File: src/sfcr_pkg.sv
// Constants, opcodes and types of the serial flash command front end
package sfcr_pkg;

    // Widths
    localparam int ADDR_W = 16;
    localparam int BYTE_W = 8;
    localparam int CNT_W  = 9;

    // Byte framing
    localparam logic [2:0] BIT_LAST    = 3'h7;
    localparam logic [2:0] BIT_FIRST   = 3'h0;
    localparam logic [1:0] ADDR_LAST   = 2'h2;
    localparam logic [1:0] DUMMY_NONE  = 2'h0;
    localparam logic [1:0] DUMMY_FAST  = 2'h1;
    localparam logic [1:0] DUMMY_SEC   = 2'h2;
    localparam logic [CNT_W-1:0] PAGE_BYTES = 9'h100;

    // Reset values and step sizes
    localparam logic [ADDR_W-1:0] ADDR_RST = 16'h0000;
    localparam logic [BYTE_W-1:0] BYTE_RST = 8'h00;
    localparam logic [ADDR_W-1:0] ADDR_STEP = 16'h0001;
    localparam logic [CNT_W-1:0]  CNT_STEP  = 9'h001;

    // Opcodes
    localparam logic [7:0] OP_READ_FAST = 8'h0B;
    localparam logic [7:0] OP_READ_SLOW = 8'h03;
    localparam logic [7:0] OP_ERASE_4K  = 8'h20;
    localparam logic [7:0] OP_ERASE_32A = 8'h52;
    localparam logic [7:0] OP_ERASE_32B = 8'hD8;
    localparam logic [7:0] OP_CHIP_A    = 8'h60;
    localparam logic [7:0] OP_CHIP_B    = 8'hC7;
    localparam logic [7:0] OP_CHIP_OLD  = 8'h62;
    localparam logic [7:0] OP_PROGRAM   = 8'h02;
    localparam logic [7:0] OP_WR_EN     = 8'h06;
    localparam logic [7:0] OP_WR_DIS    = 8'h04;
    localparam logic [7:0] OP_SEC_PROG  = 8'h9B;
    localparam logic [7:0] OP_SEC_READ  = 8'h77;
    localparam logic [7:0] OP_STAT_RD   = 8'h05;
    localparam logic [7:0] OP_STAT_WR   = 8'h01;
    localparam logic [7:0] OP_ID_READ   = 8'h9F;
    localparam logic [7:0] OP_ID_OLD    = 8'h15;
    localparam logic [7:0] OP_SLEEP     = 8'hB9;
    localparam logic [7:0] OP_WAKE      = 8'hAB;

    // Decoded commands
    typedef enum logic [4:0] {
        CMD_NONE, CMD_READ_FAST, CMD_READ_SLOW, CMD_ERASE_4K, CMD_ERASE_32K,
        CMD_CHIP_ERASE, CMD_PROGRAM, CMD_WR_EN, CMD_WR_DIS, CMD_SEC_PROG,
        CMD_SEC_READ, CMD_STAT_RD, CMD_STAT_WR, CMD_ID_READ, CMD_ID_OLD,
        CMD_SLEEP, CMD_WAKE
    } sfcr_cmd_t;

    // Source of outgoing read bytes
    typedef enum logic [1:0] {
        SRC_ARRAY, SRC_SECURITY, SRC_STATUS, SRC_ID
    } sfcr_src_t;

endpackage

File: src/sfcr_front.sv
// Serial flash command front end: opcode decode, header capture and read byte stream
`timescale 1ns/1ns
`default_nettype none

// Behaviour
// - Sample input on serial clock rise, update output on fall; modes 0 and 3.
// - All bytes travel most significant bit first, both directions.
// - Chip select release ends the current operation.
// - Unknown opcode: nothing starts, input ignored until select is re-asserted.
// - Release before opcode and address complete: nothing performed, back to idle.
// - Addressed commands carry three address bytes, highest first.
// - Upper address byte ignored; only sixteen low bits kept.
// - Fast read 0Bh has one dummy byte; 03h has none.
// - Block erase 20h is 4K, 52h and D8h are 32K, all addressed.
// - Program 02h takes an address then up to a page of data. Here every data byte is passed on; only the count stops at 256.
// - Chip erase 60h, C7h, 62h take no further bytes.
// - 9Bh programs security data; 77h reads it after two dummy bytes.
// - 9Fh reads identification bytes; legacy 15h reads two of them. Here 15h streams ID bytes until release, like 9Fh.
// - B9h enters deep power-down, ABh resumes; no further bytes.
// - Read loads the start address into a counter that advances per byte.
// - After header, data goes out on following clocks, MSB first.
// - Counter wraps from top location to zero with no extra clocks.
// - Release ends a read mid-byte and floats the output.
// - Output floats and input is ignored while deselected.
module sfcr_front
    import sfcr_pkg::*;
(
    // Clock and reset
    input  wire logic                     mclk_i,
    input  wire logic                     reset_i,
    // Serial link pins
    input  wire logic                     sck_i,
    input  wire logic                     cs_n_i,
    input  wire logic                     si_i,
    output logic                          so_o,
    output logic                          so_oe_o,
    // Read byte source
    output logic                          rd_req_o,
    output logic [sfcr_pkg::ADDR_W-1:0]   rd_addr_o,
    output sfcr_pkg::sfcr_src_t           rd_src_o,
    input  wire logic [sfcr_pkg::BYTE_W-1:0] rd_data_i,
    // Incoming data bytes
    output logic                          wr_valid_o,
    output logic [sfcr_pkg::BYTE_W-1:0]   wr_byte_o,
    // Completed command report
    output logic                          done_o,
    output sfcr_pkg::sfcr_cmd_t           done_cmd_o,
    output logic [sfcr_pkg::ADDR_W-1:0]   done_addr_o,
    output logic [sfcr_pkg::CNT_W-1:0]    done_count_o,
    output logic                          done_aligned_o
);
    import sfcr_pkg::*;

    typedef enum logic [2:0] {
        ST_IDLE, ST_OPCODE, ST_ADDR, ST_DUMMY,
        ST_DATA_OUT, ST_DATA_IN, ST_TAIL, ST_IGNORE
    } sfcr_state_t;

    typedef struct packed {
        logic                sck_m;
        logic                sck_s;
        logic                sck_d;
        logic                cs_m;
        logic                cs_s;
        logic                si_m;
        logic                si_s;
        sfcr_state_t         st;
        sfcr_cmd_t           cmd;
        logic [2:0]          bit_cnt;
        logic [1:0]          byte_cnt;
        logic [BYTE_W-1:0]   sh_in;
        logic [ADDR_W-1:0]   addr;
        logic [BYTE_W-1:0]   sh_out;
        logic [BYTE_W-1:0]   fetch;
        logic                so;
        logic                so_oe;
        logic                rd_req;
        logic [ADDR_W-1:0]   rd_addr;
        sfcr_src_t           rd_src;
        logic                wr_valid;
        logic [BYTE_W-1:0]   wr_byte;
        logic [CNT_W-1:0]    data_cnt;
        logic                done;
        sfcr_cmd_t           done_cmd;
        logic [ADDR_W-1:0]   done_addr;
        logic [CNT_W-1:0]    done_cnt;
        logic                done_aligned;
    } sfcr_regs_t;

    localparam sfcr_regs_t REGS_RST = '{
        sck_m: 1'b0, sck_s: 1'b0, sck_d: 1'b0,
        cs_m: 1'b1, cs_s: 1'b1, si_m: 1'b0, si_s: 1'b0,
        st: ST_IDLE, cmd: CMD_NONE,
        bit_cnt: BIT_FIRST, byte_cnt: DUMMY_NONE,
        sh_in: BYTE_RST, addr: ADDR_RST, sh_out: BYTE_RST,
        fetch: BYTE_RST, so: 1'b0, so_oe: 1'b0,
        rd_req: 1'b0, rd_addr: ADDR_RST, rd_src: SRC_ARRAY,
        wr_valid: 1'b0, wr_byte: BYTE_RST, data_cnt: '0,
        done: 1'b0, done_cmd: CMD_NONE, done_addr: ADDR_RST,
        done_cnt: '0, done_aligned: 1'b0
    };

    sfcr_regs_t r;
    sfcr_regs_t n;

    // Opcode to command decode; anything else is unsupported
    function automatic sfcr_cmd_t decode(input logic [7:0] op);
        sfcr_cmd_t c;
        unique case (op)
            OP_READ_FAST: c = CMD_READ_FAST;
            OP_READ_SLOW: c = CMD_READ_SLOW;
            OP_ERASE_4K:  c = CMD_ERASE_4K;
            OP_ERASE_32A,
            OP_ERASE_32B: c = CMD_ERASE_32K;
            OP_CHIP_A,
            OP_CHIP_B,
            OP_CHIP_OLD:  c = CMD_CHIP_ERASE;
            OP_PROGRAM:   c = CMD_PROGRAM;
            OP_WR_EN:     c = CMD_WR_EN;
            OP_WR_DIS:    c = CMD_WR_DIS;
            OP_SEC_PROG:  c = CMD_SEC_PROG;
            OP_SEC_READ:  c = CMD_SEC_READ;
            OP_STAT_RD:   c = CMD_STAT_RD;
            OP_STAT_WR:   c = CMD_STAT_WR;
            OP_ID_READ:   c = CMD_ID_READ;
            OP_ID_OLD:    c = CMD_ID_OLD;
            OP_SLEEP:     c = CMD_SLEEP;
            OP_WAKE:      c = CMD_WAKE;
            default:      c = CMD_NONE;
        endcase
        return c;
    endfunction

    // Commands followed by three address bytes
    function automatic logic has_addr(input sfcr_cmd_t c);
        return c inside {CMD_READ_FAST, CMD_READ_SLOW, CMD_ERASE_4K,
                         CMD_ERASE_32K, CMD_PROGRAM, CMD_SEC_PROG,
                         CMD_SEC_READ};
    endfunction

    // Dummy bytes between address and read data
    function automatic logic [1:0] dummies(input sfcr_cmd_t c);
        logic [1:0] d;
        unique case (c)
            CMD_READ_FAST: d = DUMMY_FAST;
            CMD_SEC_READ:  d = DUMMY_SEC;
            default:       d = DUMMY_NONE;
        endcase
        return d;
    endfunction

    // Commands that stream bytes out
    function automatic logic is_read(input sfcr_cmd_t c);
        return c inside {CMD_READ_FAST, CMD_READ_SLOW, CMD_SEC_READ,
                         CMD_STAT_RD, CMD_ID_READ, CMD_ID_OLD};
    endfunction

    // Commands that take data bytes in
    function automatic logic is_write(input sfcr_cmd_t c);
        return c inside {CMD_PROGRAM, CMD_SEC_PROG, CMD_STAT_WR};
    endfunction

    // Where outgoing bytes come from
    function automatic sfcr_src_t source(input sfcr_cmd_t c);
        sfcr_src_t s;
        unique case (c)
            CMD_SEC_READ: s = SRC_SECURITY;
            CMD_STAT_RD:  s = SRC_STATUS;
            CMD_ID_READ,
            CMD_ID_OLD:   s = SRC_ID;
            default:      s = SRC_ARRAY;
        endcase
        return s;
    endfunction

    // Next-state logic
    always_comb
    begin
        logic             rise;
        logic             fall;
        logic             last_bit;
        logic [7:0]       byte_in;
        logic [ADDR_W-1:0] addr_in;
        logic             start_out;
        rise      = 1'b0;
        fall      = 1'b0;
        last_bit  = 1'b0;
        byte_in   = BYTE_RST;
        addr_in   = ADDR_RST;
        start_out = 1'b0;
        n = r;

        // Two-stage synchronisers for all pins
        n.sck_m = sck_i;
        n.sck_s = r.sck_m;
        n.sck_d = r.sck_s;
        n.cs_m  = cs_n_i;
        n.cs_s  = r.cs_m;
        n.si_m  = si_i;
        n.si_s  = r.si_m;

        rise     = r.sck_s & ~r.sck_d;
        fall     = ~r.sck_s & r.sck_d;
        last_bit = rise && (r.bit_cnt == BIT_LAST);
        byte_in  = {r.sh_in[6:0], r.si_s};
        addr_in  = {r.addr[ADDR_W-2:0], r.si_s};

        n.rd_req   = 1'b0;
        n.wr_valid = 1'b0;
        n.done     = 1'b0;

        // Capture the byte returned for the last request
        if (r.rd_req)
        begin
            n.fetch = rd_data_i;
        end

        if (r.cs_s)
        begin
            // Deselected: report complete commands, float output
            if (r.st inside {ST_DATA_OUT, ST_DATA_IN, ST_TAIL})
            begin
                n.done         = 1'b1;
                n.done_cmd     = r.cmd;
                n.done_addr    = r.addr;
                n.done_cnt     = r.data_cnt;
                n.done_aligned = (r.bit_cnt == BIT_FIRST);
            end
            n.st       = ST_IDLE;
            n.so_oe    = 1'b0;
            n.so       = 1'b0;
            n.bit_cnt  = BIT_FIRST;
            n.byte_cnt = DUMMY_NONE;
            n.data_cnt = '0;
        end
        else
        begin
            // Shift in on rising edges while the header or data is taken
            if (rise && (r.st inside {ST_OPCODE, ST_ADDR, ST_DUMMY,
                                      ST_DATA_IN, ST_TAIL}))
            begin
                n.sh_in   = byte_in;
                n.bit_cnt = r.bit_cnt + 3'h1;
            end
            unique case (r.st)
                ST_IDLE:
                begin
                    n.st  = ST_OPCODE;
                    n.cmd = CMD_NONE;
                end
                ST_OPCODE:
                begin
                    if (last_bit)
                    begin
                        n.cmd = decode(byte_in);
                        if (decode(byte_in) == CMD_NONE)
                            n.st = ST_IGNORE;
                        else if (has_addr(decode(byte_in)))
                            n.st = ST_ADDR;
                        else if (is_write(decode(byte_in)))
                            n.st = ST_DATA_IN;
                        else if (is_read(decode(byte_in)))
                            start_out = 1'b1;
                        else
                            n.st = ST_TAIL;
                    end
                end
                ST_ADDR:
                begin
                    if (rise)
                    begin
                        n.addr = addr_in;
                    end
                    if (last_bit)
                    begin
                        n.byte_cnt = r.byte_cnt + 2'h1;
                        if (r.byte_cnt == ADDR_LAST)
                        begin
                            n.byte_cnt = DUMMY_NONE;
                            if (dummies(r.cmd) != DUMMY_NONE)
                                n.st = ST_DUMMY;
                            else if (is_read(r.cmd))
                                start_out = 1'b1;
                            else if (is_write(r.cmd))
                                n.st = ST_DATA_IN;
                            else
                                n.st = ST_TAIL;
                        end
                    end
                end
                ST_DUMMY:
                begin
                    if (last_bit)
                    begin
                        n.byte_cnt = r.byte_cnt + 2'h1;
                        if (r.byte_cnt + 2'h1 == dummies(r.cmd))
                            start_out = 1'b1;
                    end
                end
                ST_DATA_IN:
                begin
                    if (last_bit)
                    begin
                        n.wr_byte  = byte_in;
                        n.wr_valid = 1'b1;
                        if (r.data_cnt != PAGE_BYTES)
                            n.data_cnt = r.data_cnt + CNT_STEP;
                    end
                end
                ST_DATA_OUT:
                begin
                    if (fall)
                    begin
                        n.so_oe   = 1'b1;
                        n.bit_cnt = r.bit_cnt + 3'h1;
                        if (r.bit_cnt == BIT_FIRST)
                        begin
                            // New byte: MSB out, prefetch the next one
                            n.so      = r.fetch[7];
                            n.sh_out  = {r.fetch[6:0], 1'b0};
                            n.rd_req  = 1'b1;
                            n.rd_addr = r.rd_addr + ADDR_STEP;
                            if (r.data_cnt != PAGE_BYTES)
                                n.data_cnt = r.data_cnt + CNT_STEP;
                        end
                        else
                        begin
                            n.so     = r.sh_out[7];
                            n.sh_out = {r.sh_out[6:0], 1'b0};
                        end
                    end
                end
                ST_TAIL:
                begin
                    n.st = ST_TAIL;
                end
                ST_IGNORE:
                begin
                    n.st = ST_IGNORE;
                end
            endcase

            // Load the counter and fetch the first outgoing byte
            if (start_out)
            begin
                n.st       = ST_DATA_OUT;
                n.byte_cnt = DUMMY_NONE;
                n.bit_cnt  = BIT_FIRST;
                n.rd_req   = 1'b1;
                n.rd_src   = source(n.cmd);
                n.rd_addr  = (r.st == ST_ADDR) ? addr_in : r.addr;
            end
        end
    end

    // State register
    always_ff @(posedge mclk_i or posedge reset_i)
    begin
        if (reset_i)
            r <= REGS_RST;
        else
            r <= n;
    end

    // Outputs straight from the state register
    assign so_o           = r.so;
    assign so_oe_o        = r.so_oe;
    assign rd_req_o       = r.rd_req;
    assign rd_addr_o      = r.rd_addr;
    assign rd_src_o       = r.rd_src;
    assign wr_valid_o     = r.wr_valid;
    assign wr_byte_o      = r.wr_byte;
    assign done_o         = r.done;
    assign done_cmd_o     = r.done_cmd;
    assign done_addr_o    = r.done_addr;
    assign done_count_o   = r.done_cnt;
    assign done_aligned_o = r.done_aligned;

endmodule

`default_nettype wire

File: config.mk
export PLATFORM = sky130hd
export DESIGN_NAME = sfcr_front
export DESIGN_NICKNAME = d
export VERILOG_FILES = /design/src/sfcr_pkg.sv /design/src/sfcr_front.sv
export SDC_FILE = /design/constraint.sdc
export NUM_CORES = 1
export LEC_CHECK = 0
export ABC_CLOCK_PERIOD_IN_PS = 8150
export CORE_UTILIZATION = 35
export CTS_BUF_LIST = sky130_fd_sc_hd__clkbuf_4
export DETAILED_ROUTE_END_ITERATION = 6
export DONT_BUFFER_PORTS = 1
export GPL_ROUTABILITY_DRIVEN = 0
export PLACE_DENSITY = 0.58
export SLEW_MARGIN = 20
export SYNTH_ARGS = -nofsm -noshare
export SYNTH_HDL_FRONTEND = slang
export SYNTH_SLANG_ARGS = --single-unit
File: constraint.sdc
create_clock -name mclk_i -period 8.15 [get_ports mclk_i]
set_clock_uncertainty 0.1 [all_clocks]
set_input_delay 0.815 -clock mclk_i [delete_from_list [all_inputs] [get_ports mclk_i]]
set_output_delay 0.815 -clock mclk_i [all_outputs]
set_load 0.01 [all_outputs]
==> results.cfg, run 1 <==
[clock_network]
clkLatencyLatePin_ns = 0.55
htree_levels = 4
cts_tree = yes
cts.path.max_buffers = 2
post-cts-setup-buffer-count = 0
clkSlewWorstSetupHoldPaths_ns = 0.13
cts_hold_buffers = 0
cts-root-buf = clkbuf_4
cts_resized = 0
clock-sinks = 129
cts_buffers = 17

[grt]
grt_pass1_wl_um = 24000
grt_max_degree = 73
grtUsageTotal_pct = 15.0
grt_overflow = 0
grt_pass1_vias = 4643
antenna_found_initial = 0

[sta]
final-setup-viol-count = 0
final.setup.worst_slack_ns = 5.03
period_share_pct = 38.2
worstMarginPinSlew_ns = 1.00
fmax_mhz = 321
slew_viol_final = 0
rsz0062_at_grt = no
relSlewSlack_pct = 33.2
min_period_ns = 3.12
tns_ns = 0
hold_viol = 0
timing.hold.ws_ns = 0.144

[final_layout]
layout.nets = 638
syn2layout_area_growth_pct = 0.841
fin_area_um2 = 7060
drive_gt1_share_pct = 18.9

[worst_setup_path]
startpoint_type = flip-flop
reg2reg_depth = 8
worst_path_most_repeated_cell = a2111oi_4
rr_endpoint = rd_addr_o[15]
cp_num_buf_inv = 1
path_max_fanout = 35
r2r_slack_ns = 5.03
crit_family = compound AO/OA/AOI/OAI gates
path_class = flip-flop to flip-flop
crit_slowest_cell = dfrtp_1
path_cells = or3_4 > a2111oi_4 > o31ai_2 > a2111oi_4 > buf_4 > o21a_2 > a21boi_2 > o22ai_1
crit_required_ns = 8.44
cpPeakStageDelay_ns = 0.55
reg2reg_from = r[103]
critPathCaptureType = flip-flop
worstPathArrival_ns = 3.41

[yosys]
synth_cells = 690
synth_cell_types = 67
ys_ff_latch = 129
synth-edff-count = 0
syn-num-nets = 712
postSynthAreaPerCell_um2 = 10.1
ys.flop_type = dfrtp_1
synthArstFlopShare_pct = 100
yosysMostFrequentCell = dfrtp_1
yosys_warnings = 0
synth_top_area_cell = dfrtp_1
ys_seq_area_share_pct = 46.2
synth_top_area_share_pct = 45.4
synth_common_cells = dfrtp_1 (127), mux2_2 (72), nand2_1 (63), nor2_1 (61), buf_4 (56)
synthTopCellsByArea = dfrtp_1 (45%), mux2_2 (12%), buf_4 (6.0%)
synth_area_um2 = 7000

[drt]
dr.first_iter.drc_count = 295
wl_per_cell_um = 16.3
drt_pass1_iterations = 5
wirelength_um = 14600
vias = 4742
drc = 0
vias_per_cell = 5.30
ant_nets = 0

[floorplan]
die-area_um2 = 20600
fp-row-count = 51
ioPinCount = 75
die_h_um = 143
die_x_um = 143
start_util_pct = 35.8
core_um2 = 19500

[placement]
dp_hpwl_um = 10100
dp_worst_setup_slack_ns = 5.06
dpl_cell_area_um2 = 6760
portBuffers = 0

[power_and_ir_drop]
vdd_drop_max_mv = 0.152
cellPowerDensity_nw_per_um2 = 183
p_leak_nw = 3.13

[min_path]
hp-class = input pin to async pin

[run]
cap_violations = 0

[run_status]
status = completed
-- layer usage --
layer | up-vias | wire length (um) | GRT usage (%)
li1 | 2249 | - | -
met5 | - | 0 | 0
met4 | 0 | 217 | 5.15
met3 | 17 | 1250 | 6.23
met1 | 2347 | 6650 | 19.4
met2 | 129 | 6450 | 22.4
-- how the worst max path moves through the flow --
stage,end,depth (start not counted),start
after floorplan,done_addr_o[0],1,reset_i
after global placement,rd_addr_o[14],8,r[113]
after detailed placement,rd_addr_o[14],8,r[113]
after CTS,rd_addr_o[14],8,r[113]
after global routing,rd_addr_o[14],8,r[113]
final,rd_addr_o[15],8,r[103]
-- sequential cells by signal (all words and copies together), names as in the netlist --
| register | cells |
|---|---|
| r | 63 |
| done_addr_o | 16 |
| rd_addr_o | 16 |
| done_count_o | 9 |
| wr_byte_o | 8 |
| done_cmd_o | 5 |
| n | 4 |
| rd_src_o | 2 |
| done_aligned_o | 1 |
| done_o | 1 |
| rd_req_o | 1 |
| so_o | 1 |
| so_oe_o | 1 |
| wr_valid_o | 1 |
-- power breakdown --
part	internal [mW]	switching (mW)
logic	0.0594	0.0782
registers	0.653	0.0470
clock network	0.210	0.244
-- through the flow --
step	util [%]	power (mW)	std cells
6_report	36.1	1.29	895
5_1_grt	36.1	1.37	894
4_1_cts	36.1	1.31	894
3_5_place_dp	34.6	0.850	862
3_3_place_gp	34.6	0.846	862
2_1_floorplan	-	0.819	690
-- logic make-up after synthesis --
family,share of synthesized area [%]
multiplexers,12.9
XOR/XNOR,1.50
flip-flops,46.2
buffers and inverters,9.41
adder cells (fa/ha/maj),1.61
AND/OR/NAND/NOR,16.0
AO/OA/AOI/OAI,12.4
-- area by class of cell --
type	count	area, um2
fillers	1976	12500
flip-flops and latches	129	3230
multi-input cells	448	3110
well taps	265	332
clock inverters	15	166
clock buffers	17	128
inverters	17	66.3
repair buffers	3	22.5
diodes	1	2.50
-- worst register-to-register path, cell delays in order (launching register included) --
cell	delay (ns)
dfrtp_1	0.55
or3_4	0.46
a2111oi_4	0.48
o31ai_2	0.14
a2111oi_4	0.35
buf_4	0.39
o21a_2	0.26
a21boi_2	0.16
o22ai_1	0.08
-- placed cells by master (no fill, tap or decap), drive strengths merged, types with 3 or more instances in the layout --
cell      n
nand4     8
o21ai    19
bufinv    3
a32oi    11
o31ai     3
nor2     61
nor3b     3
clkinv   10
dfrtp   127
inv      18
ha        9
and2      9
and3b     3
nor3      7
a31oi    14
clkbuf   17
mux2i     9
o21a      4
xor2      7
nor4      7
xnor2     5
buf       3
nand3    23
and3     10
and4      4
o22a     13
nand2b    4
mux2     72
nand2    63
nor2b     8
or3       6
a21oi    30
nand3b    3
Note: power is estimated with default switching activity, not from simulation.
==> run 2: changes to the inputs <==
- ABC_AREA: default -> 1
- ABC_CLOCK_PERIOD_IN_PS: 8150 -> 3250
- clock period: 8.15 -> 3.25 ns (I/O delays scaled with it)
==> results.cfg, run 2 <==
[worst_setup_path]
reg2reg_depth = 12
crit_required_ns = 3.61
worstPathArrival_ns = 2.89
critPathCaptureType = flip-flop
r2r_slack_ns = 0.72
reg2reg_from = r[113]
path_class = flip-flop to flip-flop
startpoint_type = flip-flop
path_max_fanout = 9
rr_endpoint = r[36]

[run_status]
status = completed

[power_and_ir_drop]
p_leak_nw = 3.43
vdd_drop_max_mv = 0.209
cellPowerDensity_nw_per_um2 = 462

[final_layout]
fin_area_um2 = 7440
syn2layout_area_growth_pct = 5.16
top_register = r
drive_gt1_share_pct = 9.02
largest_register_ffs = 63
final_cell_mix = nand2_1 (248), dfrtp_1 (127), o21ai_0 (104)
final_common_cell = nand2_1
layout.nets = 896

[floorplan]
ioPinCount = 75
die-area_um2 = 20800
core_um2 = 19700
fp-row-count = 51
die_h_um = 144
start_util_pct = 36.0
die_x_um = 144

[clock_network]
cts_buffers = 17
cts.path.max_buffers = 2
clkLatencyLatePin_ns = 0.56
clock-sinks = 129
cts-root-buf = clkbuf_4
clkSlewWorstSetupHoldPaths_ns = 0.12
post-cts-setup-buffer-count = 0
htree_levels = 4
cts_tree = yes

[placement]
portBuffers = 0
dp_hpwl_um = 11700
dpl_cell_area_um2 = 6960

[grt]
grtUsageTotal_pct = 16.6
grt_overflow = 0
grt_pass1_vias = 5201
grt_max_degree = 42
grt_pass1_wl_um = 26700
antenna_found_initial = 1

[drt]
drt_pass1_iterations = 5
wirelength_um = 16200
vias = 5602
drc = 0
vias_per_cell = 4.86
wl_per_cell_um = 14.0
dr.first_iter.drc_count = 415
ant_nets = 0

[yosys]
synth-edff-count = 0
syn-num-nets = 937
ys.flop_type = dfrtp_1
synth_cell_types = 47
synth_top_area_share_pct = 44.9
synth_area_um2 = 7080
ys_ff_latch = 129
synthArstFlopShare_pct = 100
synth_cells = 915
synthTopCellsByArea = dfrtp_1 (45%), nand2_1 (13%), o21ai_0 (7.4%)
ys_seq_area_share_pct = 45.6
postSynthAreaPerCell_um2 = 7.74
synth_top_area_cell = dfrtp_1
yosysMostFrequentCell = nand2_1
yosys_warnings = 0
synth_common_cells = nand2_1 (248), dfrtp_1 (127), o21ai_0 (104), nor2_1 (99), inv_1 (72)

[sta]
worstMarginPinSlew_ns = 0.823
final-setup-viol-count = 0
fmax_mhz = 395
rsz0062_at_grt = no
hold_viol = 0
slew_viol_final = 0
tns_ns = 0
min_period_ns = 2.53
relSlewSlack_pct = 45.0
period_share_pct = 77.9

[min_path]
hp-class = input pin to flip-flop
hold_start = cs_n_i
min_path_cells = 1
hold_end = n[126]

[run]
cap_violations = 0
run 2: worst max-delay path by stage:
| stage | start | endpoint | depth (start not counted) |
|---|---|---|---|
| floorplan | reset_i | done_addr_o[0] | 1 |
| global placement | r[113] | r[36] | 12 |
| finish | r[113] | r[36] | 12 |
| CTS | r[113] | r[36] | 12 |
| global route | r[113] | r[36] | 12 |
| detailed placement | r[113] | r[36] | 12 |
run 2: logic make-up (layout without fill, tap and decap cells):
| kind of cell | Yosys count | after routing | share of synthesized area (%) |
|---|---|---|---|
| AO/OA/AOI/OAI | 164 | 164 | 12.5 |
| XOR/XNOR | 6 | 6 | 0.743 |
| adder cells (fa/ha/maj) | 9 | 9 | 1.59 |
| buffers and inverters | 164 | 136 | 12.2 |
| flip-flops | 129 | 129 | 45.6 |
| multiplexers | 7 | 7 | 1.11 |
| other | 0 | 1 | 0 |
| AND/OR/NAND/NOR | 436 | 436 | 26.1 |
run 2: area by class of cell:
cell class / count / area (um2)
Tap cell: 265 / 332
Timing Repair Buffer: 22 / 220
Inverter: 82 / 314
Sequential cell: 129 / 3230
Clock inverter: 14 / 228
Multi-Input combinational cell: 622 / 2980
Fill cell: 2091 / 12200
Antenna cell: 1 / 2.50
Clock buffer: 18 / 135
run 2: worst max-delay path, stage by stage, from the launching register on:
cell and delay, ns:
dfrtp_1 0.40, inv_1 0.10, ha_1 0.15, inv_1 0.04, nor2_2 0.28, inv_2 0.15
nor2_1 0.48, nor2_1 0.13, nand2_2 0.14, nand2_2 0.12, inv_2 0.07, nand2_1 0.05
a221oi_1 0.23
run 2: power breakdown:
| group | switching [mW] | total, mW | internal (mW) |
|---|---|---|---|
| Sequential | 0.0459 | 1.69 | 1.64 |
| Clock | 0.667 | 1.38 | 0.711 |
| Combinational | 0.264 | 0.379 | 0.114 |
run 2: repair_timing:
item                      CTS  global route
gates resized for setup     0             0
hold endpoints to repair   43             0
hold buffers               12             0
run 2: metrics by stage:
| stage | hold slack [ns] | utilization (%) | total power [mW] | setup slack, ns | instances |
|---|---|---|---|---|---|
| floorplan | 0.229 | - | 1.98 | 1.23 | 915 |
| global placement | 0.230 | 35.4 | 2.08 | 0.821 | 1108 |
| detailed placement | 0.230 | 35.4 | 2.08 | 0.723 | 1108 |
| CTS | 0.142 | 37.9 | 3.49 | 0.677 | 1152 |
| global route | 0.138 | 37.9 | 3.62 | 0.451 | 1153 |
| finish | 0.201 | 37.9 | 3.44 | 0.718 | 1153 |
run 2: metal layers:
metal	up-vias	wire, um	global-route usage (%)
met3	16	892	3.84
met2	144	6840	24.2
li1	2844	-	-
met4	0	235	6.26
met1	2598	8220	23.8
met5	-	0	0
